<file path="src/slsc_defs.svh">
`ifndef SLSC_DEFS_SVH
`define SLSC_DEFS_SVH

// ----------------------------------------------------------------------
// register map: indices, byte address is four times the index
// ----------------------------------------------------------------------
`define SLSC_ADDR_W          14
`define SLSC_IDX_CTRL        12'h200
`define SLSC_IDX_STATUS      12'h208
`define SLSC_IDX_SYNC_HEADER_MODE      12'h20F
`define SLSC_IDX_THRESH      12'h210

// ----------------------------------------------------------------------
// reset values
// ----------------------------------------------------------------------
`define SLSC_RST_SYNC_HEADER_MODE      2'h0
`define SLSC_RST_THRESH      5'h03
`define SLSC_RST_FMT         4'h0

// ----------------------------------------------------------------------
// field positions
// ----------------------------------------------------------------------
`define SLSC_CTRL_EN_BIT     0
`define SLSC_CTRL_FMT_LSB    4
`define SLSC_FMT_6466_BIT    3
`define SLSC_ST_LEVEL_BIT    0
`define SLSC_ST_REQ_BIT      1
`define SLSC_ST_CGS_BIT      2
`define SLSC_ST_ERRCNT_LSB   8

// ----------------------------------------------------------------------
// sync-header modes, sync word layout, bus answers
// ----------------------------------------------------------------------
`define SLSC_SHM_CRC         2'h0
`define SLSC_SHM_FEC         2'h2
`define SLSC_SW_CRC_LSB      20
`define SLSC_SW_FEC_LSB      6
`define SLSC_RESP_OKAY       2'h0
`define SLSC_RESP_SLVERR     2'h2
`define SLSC_LOWCNT_MAX      6'h3F
`define SLSC_ERRCNT_MAX      8'hFF

`endif

</file>
<file path="src/slsc_pkg.sv">
package slsc_pkg;

   typedef enum logic [1:0] {
      SLSC_LS_OFF,
      SLSC_LS_CGS,
      SLSC_LS_RUN
   } slsc_link_t;

   typedef struct packed {
      logic       s1;
      logic       s2;
      logic       s3;
      logic       level;
      logic [5:0] low_cnt;
      logic       request;
      logic       error;
   } slsc_flt_st_t;

   typedef struct packed {
      logic        awready;
      logic        wready;
      logic        bvalid;
      logic [1:0]  bresp;
      logic        arready;
      logic        rvalid;
      logic [31:0] rdata;
      logic [1:0]  rresp;
      logic [13:0] aw_addr;
      logic        aw_have;
      logic [31:0] w_data;
      logic [3:0]  w_strb;
      logic        w_have;
      logic        tx_en;
      logic [3:0]  fmt;
      logic [1:0]  sync_header_mode;
      logic [4:0]  thresh;
      logic [7:0]  err_cnt;
      slsc_link_t  link;
      logic        send_cgs;
      logic        sync_request;
      logic [31:0] sync_word;
      logic        sync_word_valid;
   } slsc_st_t;

endpackage : slsc_pkg

</file>
<file path="src/slsc_sync_ctrl.sv">
// Operation
// - mode 0 sends CRC-12, mode 2 sends FEC; 1 and 3 reserved
// - sync-header mode acts only when a 64B/66B format is selected
// - each multi-block, while enabled in a 64B/66B format, carries one 32-bit sync word built from headers
// - command fields are always zero, giving idle headers
// - the active-low sync input is sampled by the link clock
// - sync low for threshold plus one consecutive samples, and at least two, is a request
// - shorter low runs of two or more samples count as error reports and are otherwise ignored
// - threshold is five bits, bits 4 to 0, reset value 3
// - status bit shows sync level: 0 asserted, 1 deasserted
//
// Added by the designer: the AXI4-Lite interface to the registers.
`timescale 1ns/1ps
`default_nettype none
`include "slsc_defs.svh"

module slsc_sync_ctrl
(
   // clock, reset, enable
   input  wire logic        i_sys_clk,
   input  wire logic        i_rst,
   input  wire logic        i_clk_en,
   // axi4-lite write address
   input  wire logic [13:0] i_s_axi_awaddr,
   input  wire logic        i_s_axi_awvalid,
   output logic             o_s_axi_awready,
   // axi4-lite write data
   input  wire logic [31:0] i_s_axi_wdata,
   input  wire logic [3:0]  i_s_axi_wstrb,
   input  wire logic        i_s_axi_wvalid,
   output logic             o_s_axi_wready,
   // axi4-lite write response
   output logic [1:0]       o_s_axi_bresp,
   output logic             o_s_axi_bvalid,
   input  wire logic        i_s_axi_bready,
   // axi4-lite read address
   input  wire logic [13:0] i_s_axi_araddr,
   input  wire logic        i_s_axi_arvalid,
   output logic             o_s_axi_arready,
   // axi4-lite read data
   output logic [31:0]      o_s_axi_rdata,
   output logic [1:0]       o_s_axi_rresp,
   output logic             o_s_axi_rvalid,
   input  wire logic        i_s_axi_rready,
   // sync request pin from the receiver
   input  wire logic        i_sync_req_n,
   // multi-block boundary and header payloads
   input  wire logic        i_mb_start,
   input  wire logic [11:0] i_crc12,
   input  wire logic [25:0] i_fec,
   // link control outputs
   output logic             o_send_cgs,
   output logic             o_sync_request,
   output logic [31:0]      o_sync_word,
   output logic             o_sync_word_valid
);

   // -------------------------------------------------------------------
   // helpers
   // -------------------------------------------------------------------
   function automatic logic [11:0] reg_index(input logic [13:0] addr);
      reg_index = addr[13:2];
   endfunction : reg_index

   function automatic logic is_mapped(input logic [11:0] idx);
      is_mapped = (idx == `SLSC_IDX_CTRL) || (idx == `SLSC_IDX_STATUS)
                  || (idx == `SLSC_IDX_SYNC_HEADER_MODE)
                  || (idx == `SLSC_IDX_THRESH);
   endfunction : is_mapped

   function automatic logic fmt_is_6466(input logic [3:0] fmt);
      fmt_is_6466 = fmt[`SLSC_FMT_6466_BIT];
   endfunction : fmt_is_6466

   // -------------------------------------------------------------------
   // sync input filter
   // -------------------------------------------------------------------
   slsc_pkg::slsc_st_t q;
   slsc_pkg::slsc_st_t d;
   logic               flt_level;
   logic               flt_request;
   logic               flt_error;

   slsc_sync_filter u_filter
   (
      .i_sys_clk    (i_sys_clk),
      .i_rst        (i_rst),
      .i_clk_en     (i_clk_en),
      .i_sync_req_n (i_sync_req_n),
      .i_thresh     (q.thresh),
      .o_level      (flt_level),
      .o_request    (flt_request),
      .o_error      (flt_error)
   );

   // -------------------------------------------------------------------
   // next state
   // -------------------------------------------------------------------
   logic        do_write;
   logic [11:0] w_idx;
   logic [11:0] r_idx;
   logic        status_clr;
   logic [31:0] rd_word;

   always_comb
   begin
      d          = q;
      do_write   = q.aw_have && q.w_have && !q.bvalid;
      w_idx      = reg_index(q.aw_addr);
      r_idx      = reg_index(i_s_axi_araddr);
      status_clr = 1'b0;
      rd_word    = 32'h0000_0000;

      // write address and data are taken independently, in any order
      if (i_s_axi_awvalid && q.awready)
      begin
         d.aw_addr = i_s_axi_awaddr;
         d.aw_have = 1'b1;
      end
      if (i_s_axi_wvalid && q.wready)
      begin
         d.w_data = i_s_axi_wdata;
         d.w_strb = i_s_axi_wstrb;
         d.w_have = 1'b1;
      end
      d.awready = !d.aw_have;
      d.wready  = !d.w_have;

      if (do_write)
      begin
         d.aw_have = 1'b0;
         d.w_have  = 1'b0;
         d.awready = 1'b1;
         d.wready  = 1'b1;
         d.bvalid  = 1'b1;
         d.bresp   = is_mapped(w_idx) ? `SLSC_RESP_OKAY
                                      : `SLSC_RESP_SLVERR;
         if (q.w_strb[0])
         begin
            case (w_idx)
               `SLSC_IDX_CTRL:
               begin
                  d.tx_en = q.w_data[`SLSC_CTRL_EN_BIT];
                  d.fmt   = q.w_data[`SLSC_CTRL_FMT_LSB +: 4];
               end
               `SLSC_IDX_STATUS:
               begin
                  status_clr = 1'b1;
               end
               `SLSC_IDX_SYNC_HEADER_MODE:
               begin
                  // only the field is stored; upper bits read zero
                  if (!q.tx_en)
                  begin
                     d.sync_header_mode = q.w_data[1:0];
                  end
               end
               `SLSC_IDX_THRESH:
               begin
                  if (!q.tx_en)
                  begin
                     d.thresh = q.w_data[4:0];
                  end
               end
               default:
               begin
                  status_clr = 1'b0;
               end
            endcase
         end
      end
      else if (q.bvalid && i_s_axi_bready)
      begin
         d.bvalid = 1'b0;
      end

      // error reports are only counted; a new one beats the clear
      if (flt_error)
      begin
         d.err_cnt = status_clr ? 8'h01
                   : (q.err_cnt == `SLSC_ERRCNT_MAX) ? q.err_cnt
                   : q.err_cnt + 8'h01;
      end
      else if (status_clr)
      begin
         d.err_cnt = 8'h00;
      end

      // read channel: one read in flight, data held until rready
      case (r_idx)
         `SLSC_IDX_CTRL:
         begin
            rd_word[`SLSC_CTRL_EN_BIT]       = q.tx_en;
            rd_word[`SLSC_CTRL_FMT_LSB +: 4] = q.fmt;
         end
         `SLSC_IDX_STATUS:
         begin
            rd_word[`SLSC_ST_LEVEL_BIT]        = flt_level;
            rd_word[`SLSC_ST_REQ_BIT]          = flt_request;
            rd_word[`SLSC_ST_CGS_BIT]          = q.send_cgs;
            rd_word[`SLSC_ST_ERRCNT_LSB +: 8]  = q.err_cnt;
         end
         `SLSC_IDX_SYNC_HEADER_MODE:
         begin
            rd_word[1:0] = q.sync_header_mode;
         end
         `SLSC_IDX_THRESH:
         begin
            rd_word[4:0] = q.thresh;
         end
         default:
         begin
            rd_word = 32'h0000_0000;
         end
      endcase
      if (i_s_axi_arvalid && q.arready)
      begin
         d.arready = 1'b0;
         d.rvalid  = 1'b1;
         d.rdata   = rd_word;
         d.rresp   = is_mapped(r_idx) ? `SLSC_RESP_OKAY
                                      : `SLSC_RESP_SLVERR;
      end
      else if (q.rvalid && i_s_axi_rready)
      begin
         d.rvalid  = 1'b0;
         d.arready = 1'b1;
      end

      // link control: code group sync only exists in 8B/10B formats
      case (q.link)
         slsc_pkg::SLSC_LS_OFF:
         begin
            if (q.tx_en)
            begin
               d.link = (flt_request && !fmt_is_6466(q.fmt))
                        ? slsc_pkg::SLSC_LS_CGS : slsc_pkg::SLSC_LS_RUN;
            end
         end
         slsc_pkg::SLSC_LS_RUN:
         begin
            if (!q.tx_en)
            begin
               d.link = slsc_pkg::SLSC_LS_OFF;
            end
            else if (flt_request && !fmt_is_6466(q.fmt))
            begin
               d.link = slsc_pkg::SLSC_LS_CGS;
            end
         end
         slsc_pkg::SLSC_LS_CGS:
         begin
            if (!q.tx_en)
            begin
               d.link = slsc_pkg::SLSC_LS_OFF;
            end
            else if (flt_level)
            begin
               d.link = slsc_pkg::SLSC_LS_RUN;
            end
         end
         default:
         begin
            d.link = slsc_pkg::SLSC_LS_OFF;
         end
      endcase
      d.send_cgs = (d.link == slsc_pkg::SLSC_LS_CGS);
      // one edge behind the filter, so it rises in step with cgs; on release cgs drops one edge earlier
      d.sync_request = flt_request;

      // sync word, one per multi-block, command fields left at zero
      d.sync_word_valid = 1'b0;
      if (i_mb_start && q.tx_en && fmt_is_6466(q.fmt))
      begin
         d.sync_word_valid = 1'b1;
         d.sync_word       = 32'h0000_0000;
         case (q.sync_header_mode)
            `SLSC_SHM_CRC:
            begin
               d.sync_word[`SLSC_SW_CRC_LSB +: 12] = i_crc12;
            end
            `SLSC_SHM_FEC:
            begin
               d.sync_word[`SLSC_SW_FEC_LSB +: 26] = i_fec;
            end
            default:
            begin
               // reserved modes send idle headers only
               d.sync_word = 32'h0000_0000;
            end
         endcase
      end
   end

   // -------------------------------------------------------------------
   // state register
   // -------------------------------------------------------------------
   always_ff @(posedge i_sys_clk or posedge i_rst)
   begin
      if (i_rst)
      begin
         q                 <= '0;
         q.awready         <= 1'b1;
         q.wready          <= 1'b1;
         q.arready         <= 1'b1;
         q.fmt             <= `SLSC_RST_FMT;
         q.sync_header_mode          <= `SLSC_RST_SYNC_HEADER_MODE;
         q.thresh          <= `SLSC_RST_THRESH;
         q.link            <= slsc_pkg::SLSC_LS_OFF;
      end
      else if (i_clk_en)
      begin
         q <= d;
      end
   end

   // -------------------------------------------------------------------
   // outputs
   // -------------------------------------------------------------------
   assign o_s_axi_awready   = q.awready;
   assign o_s_axi_wready    = q.wready;
   assign o_s_axi_bvalid    = q.bvalid;
   assign o_s_axi_bresp     = q.bresp;
   assign o_s_axi_arready   = q.arready;
   assign o_s_axi_rvalid    = q.rvalid;
   assign o_s_axi_rdata     = q.rdata;
   assign o_s_axi_rresp     = q.rresp;
   assign o_send_cgs        = q.send_cgs;
   assign o_sync_request    = q.sync_request;
   assign o_sync_word       = q.sync_word;
   assign o_sync_word_valid = q.sync_word_valid;

endmodule : slsc_sync_ctrl

`default_nettype wire

</file>
<file path="src/slsc_sync_filter.sv">
`timescale 1ns/1ps
`default_nettype none
`include "slsc_defs.svh"

module slsc_sync_filter
(
   // clock and reset
   input  wire logic       i_sys_clk,
   input  wire logic       i_rst,
   input  wire logic       i_clk_en,
   // sync request pin and threshold
   input  wire logic       i_sync_req_n,
   input  wire logic [4:0] i_thresh,
   // filtered results
   output logic            o_level,
   output logic            o_request,
   output logic            o_error
);

   slsc_pkg::slsc_flt_st_t q;
   slsc_pkg::slsc_flt_st_t d;

   always_comb
   begin
      d       = q;
      d.s1    = i_sync_req_n;
      d.s2    = q.s1;
      d.s3    = q.s2;
      d.error = 1'b0;
      // a pin change counts only once the two later stages agree
      if (q.s2 == q.s3)
      begin
         d.level = q.s3;
      end
      if (!q.level)
      begin
         if (q.low_cnt != `SLSC_LOWCNT_MAX)
         begin
            d.low_cnt = q.low_cnt + 6'h01;
         end
         d.request = (q.low_cnt >= {1'b0, i_thresh});
      end
      else
      begin
         d.low_cnt = 6'h00;
         d.request = 1'b0;
         // a short low run is only reported, never acted on
         d.error = (q.low_cnt != 6'h00)
                   && (q.low_cnt <= {1'b0, i_thresh});
      end
   end

   always_ff @(posedge i_sys_clk or posedge i_rst)
   begin
      if (i_rst)
      begin
         q <= '{s1: 1'b1, s2: 1'b1, s3: 1'b1, level: 1'b1,
                low_cnt: 6'h00, request: 1'b0, error: 1'b0};
      end
      else if (i_clk_en)
      begin
         q <= d;
      end
   end

   assign o_level   = q.level;
   assign o_request = q.request;
   assign o_error   = q.error;

endmodule : slsc_sync_filter

`default_nettype wire

</file>
<file path="config.mk">
export PLATFORM = sky130hd
export DESIGN_NAME = slsc_sync_ctrl
export DESIGN_NICKNAME = d
export VERILOG_FILES = /design/src/slsc_pkg.sv /design/src/slsc_sync_ctrl.sv /design/src/slsc_sync_filter.sv
export VERILOG_INCLUDE_DIRS = /design/src /design/src/src
export SDC_FILE = /design/constraint.sdc
export NUM_CORES = 1
export LEC_CHECK = 0
export BUFFER_PORTS_ARGS = -buffer_cell sky130_fd_sc_hd__buf_2
export CORE_AREA = 2 2 110 112
export CTS_BUF_LIST = sky130_fd_sc_hd__clkbuf_2
export DETAILED_ROUTE_END_ITERATION = 6
export DIE_AREA = 0 0 112 114
export PLACE_DENSITY_LB_ADDON = 0.2
export SKIP_CTS_REPAIR_TIMING = 1
export SLEW_MARGIN = 30
export SYNTH_ARGS = -nofsm -noshare
export SYNTH_HDL_FRONTEND = slang
export SYNTH_SLANG_ARGS = --single-unit
export TNS_END_PERCENT = 1
</file>
<file path="constraint.sdc">
create_clock -name i_sys_clk -period 4.3 [get_ports i_sys_clk]
set_input_delay 0.86 -clock i_sys_clk [delete_from_list [all_inputs] [get_ports i_sys_clk]]
set_output_delay 0.86 -clock i_sys_clk [all_outputs]
set_load 0.01 [all_outputs]
</file>
Word-level counts from Yosys, hierarchy flattened
Index checks and enable logic that the tools add are counted.

Flip-flop bits (word level): 113. Bits of input ports: 112. Output and inout port bits: 76. Logic and storage cells: 136.

Add/sub/neg operators: 2. Order comparisons: 2. Equality and inequality tests: 16. Mux-type cells: 44. Bitwise logic cells: 1. Reduce and logical (&&, ||, !) cells: 41.

Operators by type and width (number): $eq A12 B10 Y1 const B (8); $mux W8 (5); $mux W2 (13); $pmux W12 S2 (1); $reduce_and A2 Y1 (9); $mux W5 (3); $mux W14 (1); $mux W13 (1); $mux W12 (1); $logic_and A1 B1 Y1 (11); $mux W1 (11); $reduce_and A5 Y1 (2); $add A8 B1 Y8 const B (1); $eq A8 B8 Y1 const B (1); $reduce_bool A2 Y1 (4); $mux W7 (1); $add A6 B1 Y6 const B (1); $ge A6 B5 Y1 (1); $le A6 B5 Y1 (1); $logic_or A1 B1 Y1 (6); $mux W6 (1); $ne A6 B6 Y1 const B (1); $pmux W2 S3 (1); $reduce_bool A6 Y1 (1); other kinds (13) (20).

Longest topological paths before layout
Depth in word-level cells: 6. Depth in mapped cells: 6. Mapped depth without buffers: 6.

Cells and area by module
Synthesis repeated with hierarchy kept, for this count alone.

Cells, all modules: 524. Area, all modules: 5611.6 µm².

Modules (own cells, without submodules): slsc_sync_ctrl (instances 1, cells each 449, area each 4832.1 µm², seq. area each 2433.6 µm²); slsc_sync_filter (instances 1, cells each 75, area each 779.5 µm², seq. area each 305.3 µm²).

Worst setup path before layout
OpenSTA, ideal clock, no wires.

Path type: input-to-reg. Start point: in i_clk_en. End point: reg q[52] (netlist bit). Library setup time: 125 ps. Arrival time: 2407 ps. Required time: 4175 ps. Slack: 1768 ps. Stages on the path: 6. Path buffers: 2. Cells stage by stage: buf_4 inv_2 or4_4 buf_6 nor4b_4 mux2_2.

Cells in the longest elaborated chain, start to end: 1.

Ends and longest elaborated chain: start, declared (RTL line slsc_sync_ctrl.sv:22) `input wire logic i_clk_en,`; $reduce_and A4 Y1 (no line); end, declared (RTL line slsc_sync_ctrl.sv:78) `slsc_pkg::slsc_st_t q;`.

Every way passes these cells. A chain may end at the register's enable or synchronous reset.

Final worst setup path
Start point: reg q[103] (netlist bit). End point: reg q[52] (netlist bit).

Cells in the longest elaborated chain, start to end: 2.

Ends and longest elaborated chain: $eq A12 B10 Y1 (RTL line slsc_sync_ctrl.sv:140) `case (w_idx)`; $reduce_and A4 Y1 (no line).

Every way passes these cells.

==> flow_summary_export.csv <==
group,metric,value,unit
worst_setup_path,rrSetupSlack,2050,ps
cells_and_area,drive_above_1_share,33.0,%
timing,maxSlewViolCount,0,
detailed_routing,ant_nets,0,
worst_setup_path,worstPathRequired,4770,ps
timing,clock.fmax,444,MHz
clock_tree,htreeDepth,3,
worst_setup_path,cp-start-kind,"flop",
cells_and_area,finalNetCount,737,
cells_and_area,antenna_cells,0,
grt,grt_overflow,0,
detailed_routing,wl,11200,um
worst_setup_path,reg2reg_to,"q[52]",
worst_setup_path,arrival,2720,ps
floorplanning,core_area,0.0117,sq mm
timing,fin_crit,2250,ps
detailed_routing,drt-vias-per-instance,5.25,
yosys,synth_cells,537,
clock_tree,cts_buffers,9,
worst_setup_path,cp-end-kind,"flop",
timing,finalCritPeriodShare,52.4,%
clock_tree,cts_tree,"built",
worst_setup_path,reg2reg_from,"q[103]",
clock_tree,cts_root_buf,"clkbuf_2",
timing,worst_slew_pin_slew,870,ps
outcome,outcome,"complete, no violations",
clock_tree,path_clk_slew,310,ps
floorplanning,chipWidth,112,um
power,vdd_drop_max,0.229,mV
placement,dp_hpwl,8230,um
cells_and_area,area_growth,8.87,%
yosys,synth-xor-area-share,0.315,%
grt,grt_max_degree,61,
yosys,synthDistinctLibCells,57,
clock_tree,clk-insertion-delay-late,570,ps
power,leakage,0.00294,uW
detailed_routing,vias,4035,
yosys,synth_top_family_by_area,"compound AO/OA/AOI/OAI gates",
floorplanning,start_util,47.5,%
yosys,synth_ff_type,"dfrtp_1",
floorplanning,io_pins,188,
grt,antenna_found_initial,0,
floorplanning,row_count,40,
worst_hold_path,hp-class,"in -> async",
grt,grt_usage,17.9,%
yosys,ys_seq_elements,109,
detailed_routing,drc,0,
placement,place.gp.congestion,0.833,
detailed_routing,wl_per_cell,14.6,um
timing,setup_violations,0,
timing,hold_violations,0,
job,drv_cap,0,
grt,grt_pass1_wl,18600,um
grt,grt_pass1_vias,3927,
yosys,synthSimpleGateAreaFrac,12.9,%
yosys,synth_compound_area_share,13.3,%
yosys,synth_warnings,0,
timing,grt_setup_unrepaired,"false",
floorplanning,die-area,0.0128,sq mm
timing,relSlewSlack,41.9,%
clock_tree,ctsLongestPathBuffers,2,
yosys,async_flop_share,100,%
yosys,ys_top_cells_by_area,"dfrtp_1 (45%), buf_4 (9.3%), mux2_2 (7.5%), nand2_1 (4.7%), dfstp_2 (4.3%)",
yosys,synth.area.mux_share,9.83,%
yosys,synth_edf_count,0,
detailed_routing,firstDrtPassIters,4,
worst_setup_path,crit_type,"reg -> reg",
power,p_per_area,399,mW/mm^2
placement,dpl_cell_area,0.00592,sq mm
cells_and_area,final_area,0.00605,sq mm
timing,fin_skew,42.3,ps
yosys,yosysTopAreaCell,"dfrtp_1",
timing,setup_ws,2050,ps
yosys,post-synth-top-area-fraction,45.0,%
detailed_routing,drtIter0Drc,130,
placement,portBuffers,132,
yosys,yosysMostFrequentCell,"dfrtp_1",
floorplanning,die_h,114,um
worst_setup_path,rr_worst_depth,4,
yosys,synth_common_cells,"dfrtp_1 (100), buf_4 (69), nand2_1 (69), mux2_2 (37), o21ai_0 (34)",
yosys,avgSynthCellArea,10.4,sq um
yosys,synth_seq_area_share,49.3,%
yosys,syn-cell-area,0.00556,sq mm
clock_tree,cts_sinks,109,
placement,dp_cells,753,
worst_setup_path,path_max_fanout,5,
cells_and_area,final_cells,769,
timing,setup_tns,0,ps
placement,pre_cts_slack,1550,ps
yosys,synthAdderAreaFrac,1.80,%
metal layers:
metal | routed length (um) | track usage [%]
met5 | 0 | 0
met3 | 619 | 3.51
met1 | 5080 | 23.4
met4 | 185 | 5.77
met2 | 5300 | 30.3
layout by cell type (no fill, tap or decap), types with 4 or more instances in the layout:
cell / instances
inv_1: 22
o21ai_0: 34
mux2_2: 37
buf_4: 4
and3_1: 9
a22oi_1: 4
nand2b_1: 4
nor2_1: 12
or3_1: 5
mux2i_1: 13
nand3_1: 13
nor3_1: 11
dfstp_2: 9
o22ai_1: 5
dfrtp_1: 100
clkbuf_2: 9
o31ai_1: 15
nand2_1: 69
a21oi_1: 12
ha_1: 8
buf_2: 132
conb_1: 24
a22o_1: 13
final cells by class:
cell class	count	area, sq um
repair buffers	136	691
flip-flops and latches	109	2740
clock buffers	9	45.0
fillers	1107	5660
well taps	147	184
inverters	24	92.6
clock inverters	7	90.1
multi-input cells	337	2210
where the power goes:
part           switching [uW]  leakage (uW)  total [uW]  internal [uW]
logic                     248       0.00146         519            271
clock network             329     0.0000777         518            189
registers                 165       0.00141        1380           1210
total                     742       0.00294        2420           1670
cells by family after synthesis:
group | count (synthesis)
muxes | 50
AOI/OAI and AO/OA | 110
other | 1
xor gates and xnor gates | 2
and+or+nand+nor | 143
DFF | 109
adders and majority gates | 8
buffers and inverters | 114
stage by stage:
| step | power [uW] | hold slack [ps] | util (%) |
|---|---|---|---|
| after CTS | 2440 | 373 | 51.7 |
| after detailed placement | 1920 | 462 | 50.5 |
| after floorplan | 1770 | 449 | - |
| after global placement | 1900 | 457 | 50.5 |
| final | 2420 | 385 | 51.7 |
| after global routing | 2570 | 372 | 51.7 |
registers in the layout, indices dropped and copies added, names as in the netlist, 2 cells and up:
signal         flops
u_filter.q         7
u_filter.d         2
o_s_axi_rdata     16
o_sync_word       26
q                 45
critical path: stages (launching register included):
cell     delay [ps]
dfrtp_1         450
or4b_4          560
nor4_1          260
nor4b_4         480
mux2_2          390
worst max path at each step:
| stage | to | start |
|---|---|---|
| after floorplan | o_s_axi_bresp[1] | i_rst |
| after global placement | o_s_axi_rdata[9] | i_s_axi_araddr[3] |
| after detailed placement | o_s_axi_rdata[11] | i_s_axi_araddr[3] |
| after CTS | q[52] | q[103] |
| after global routing | o_s_axi_rdata[9] | i_s_axi_araddr[7] |
| final | q[52] | q[103] |
Note: power is estimated with default switching activity, not from simulation.
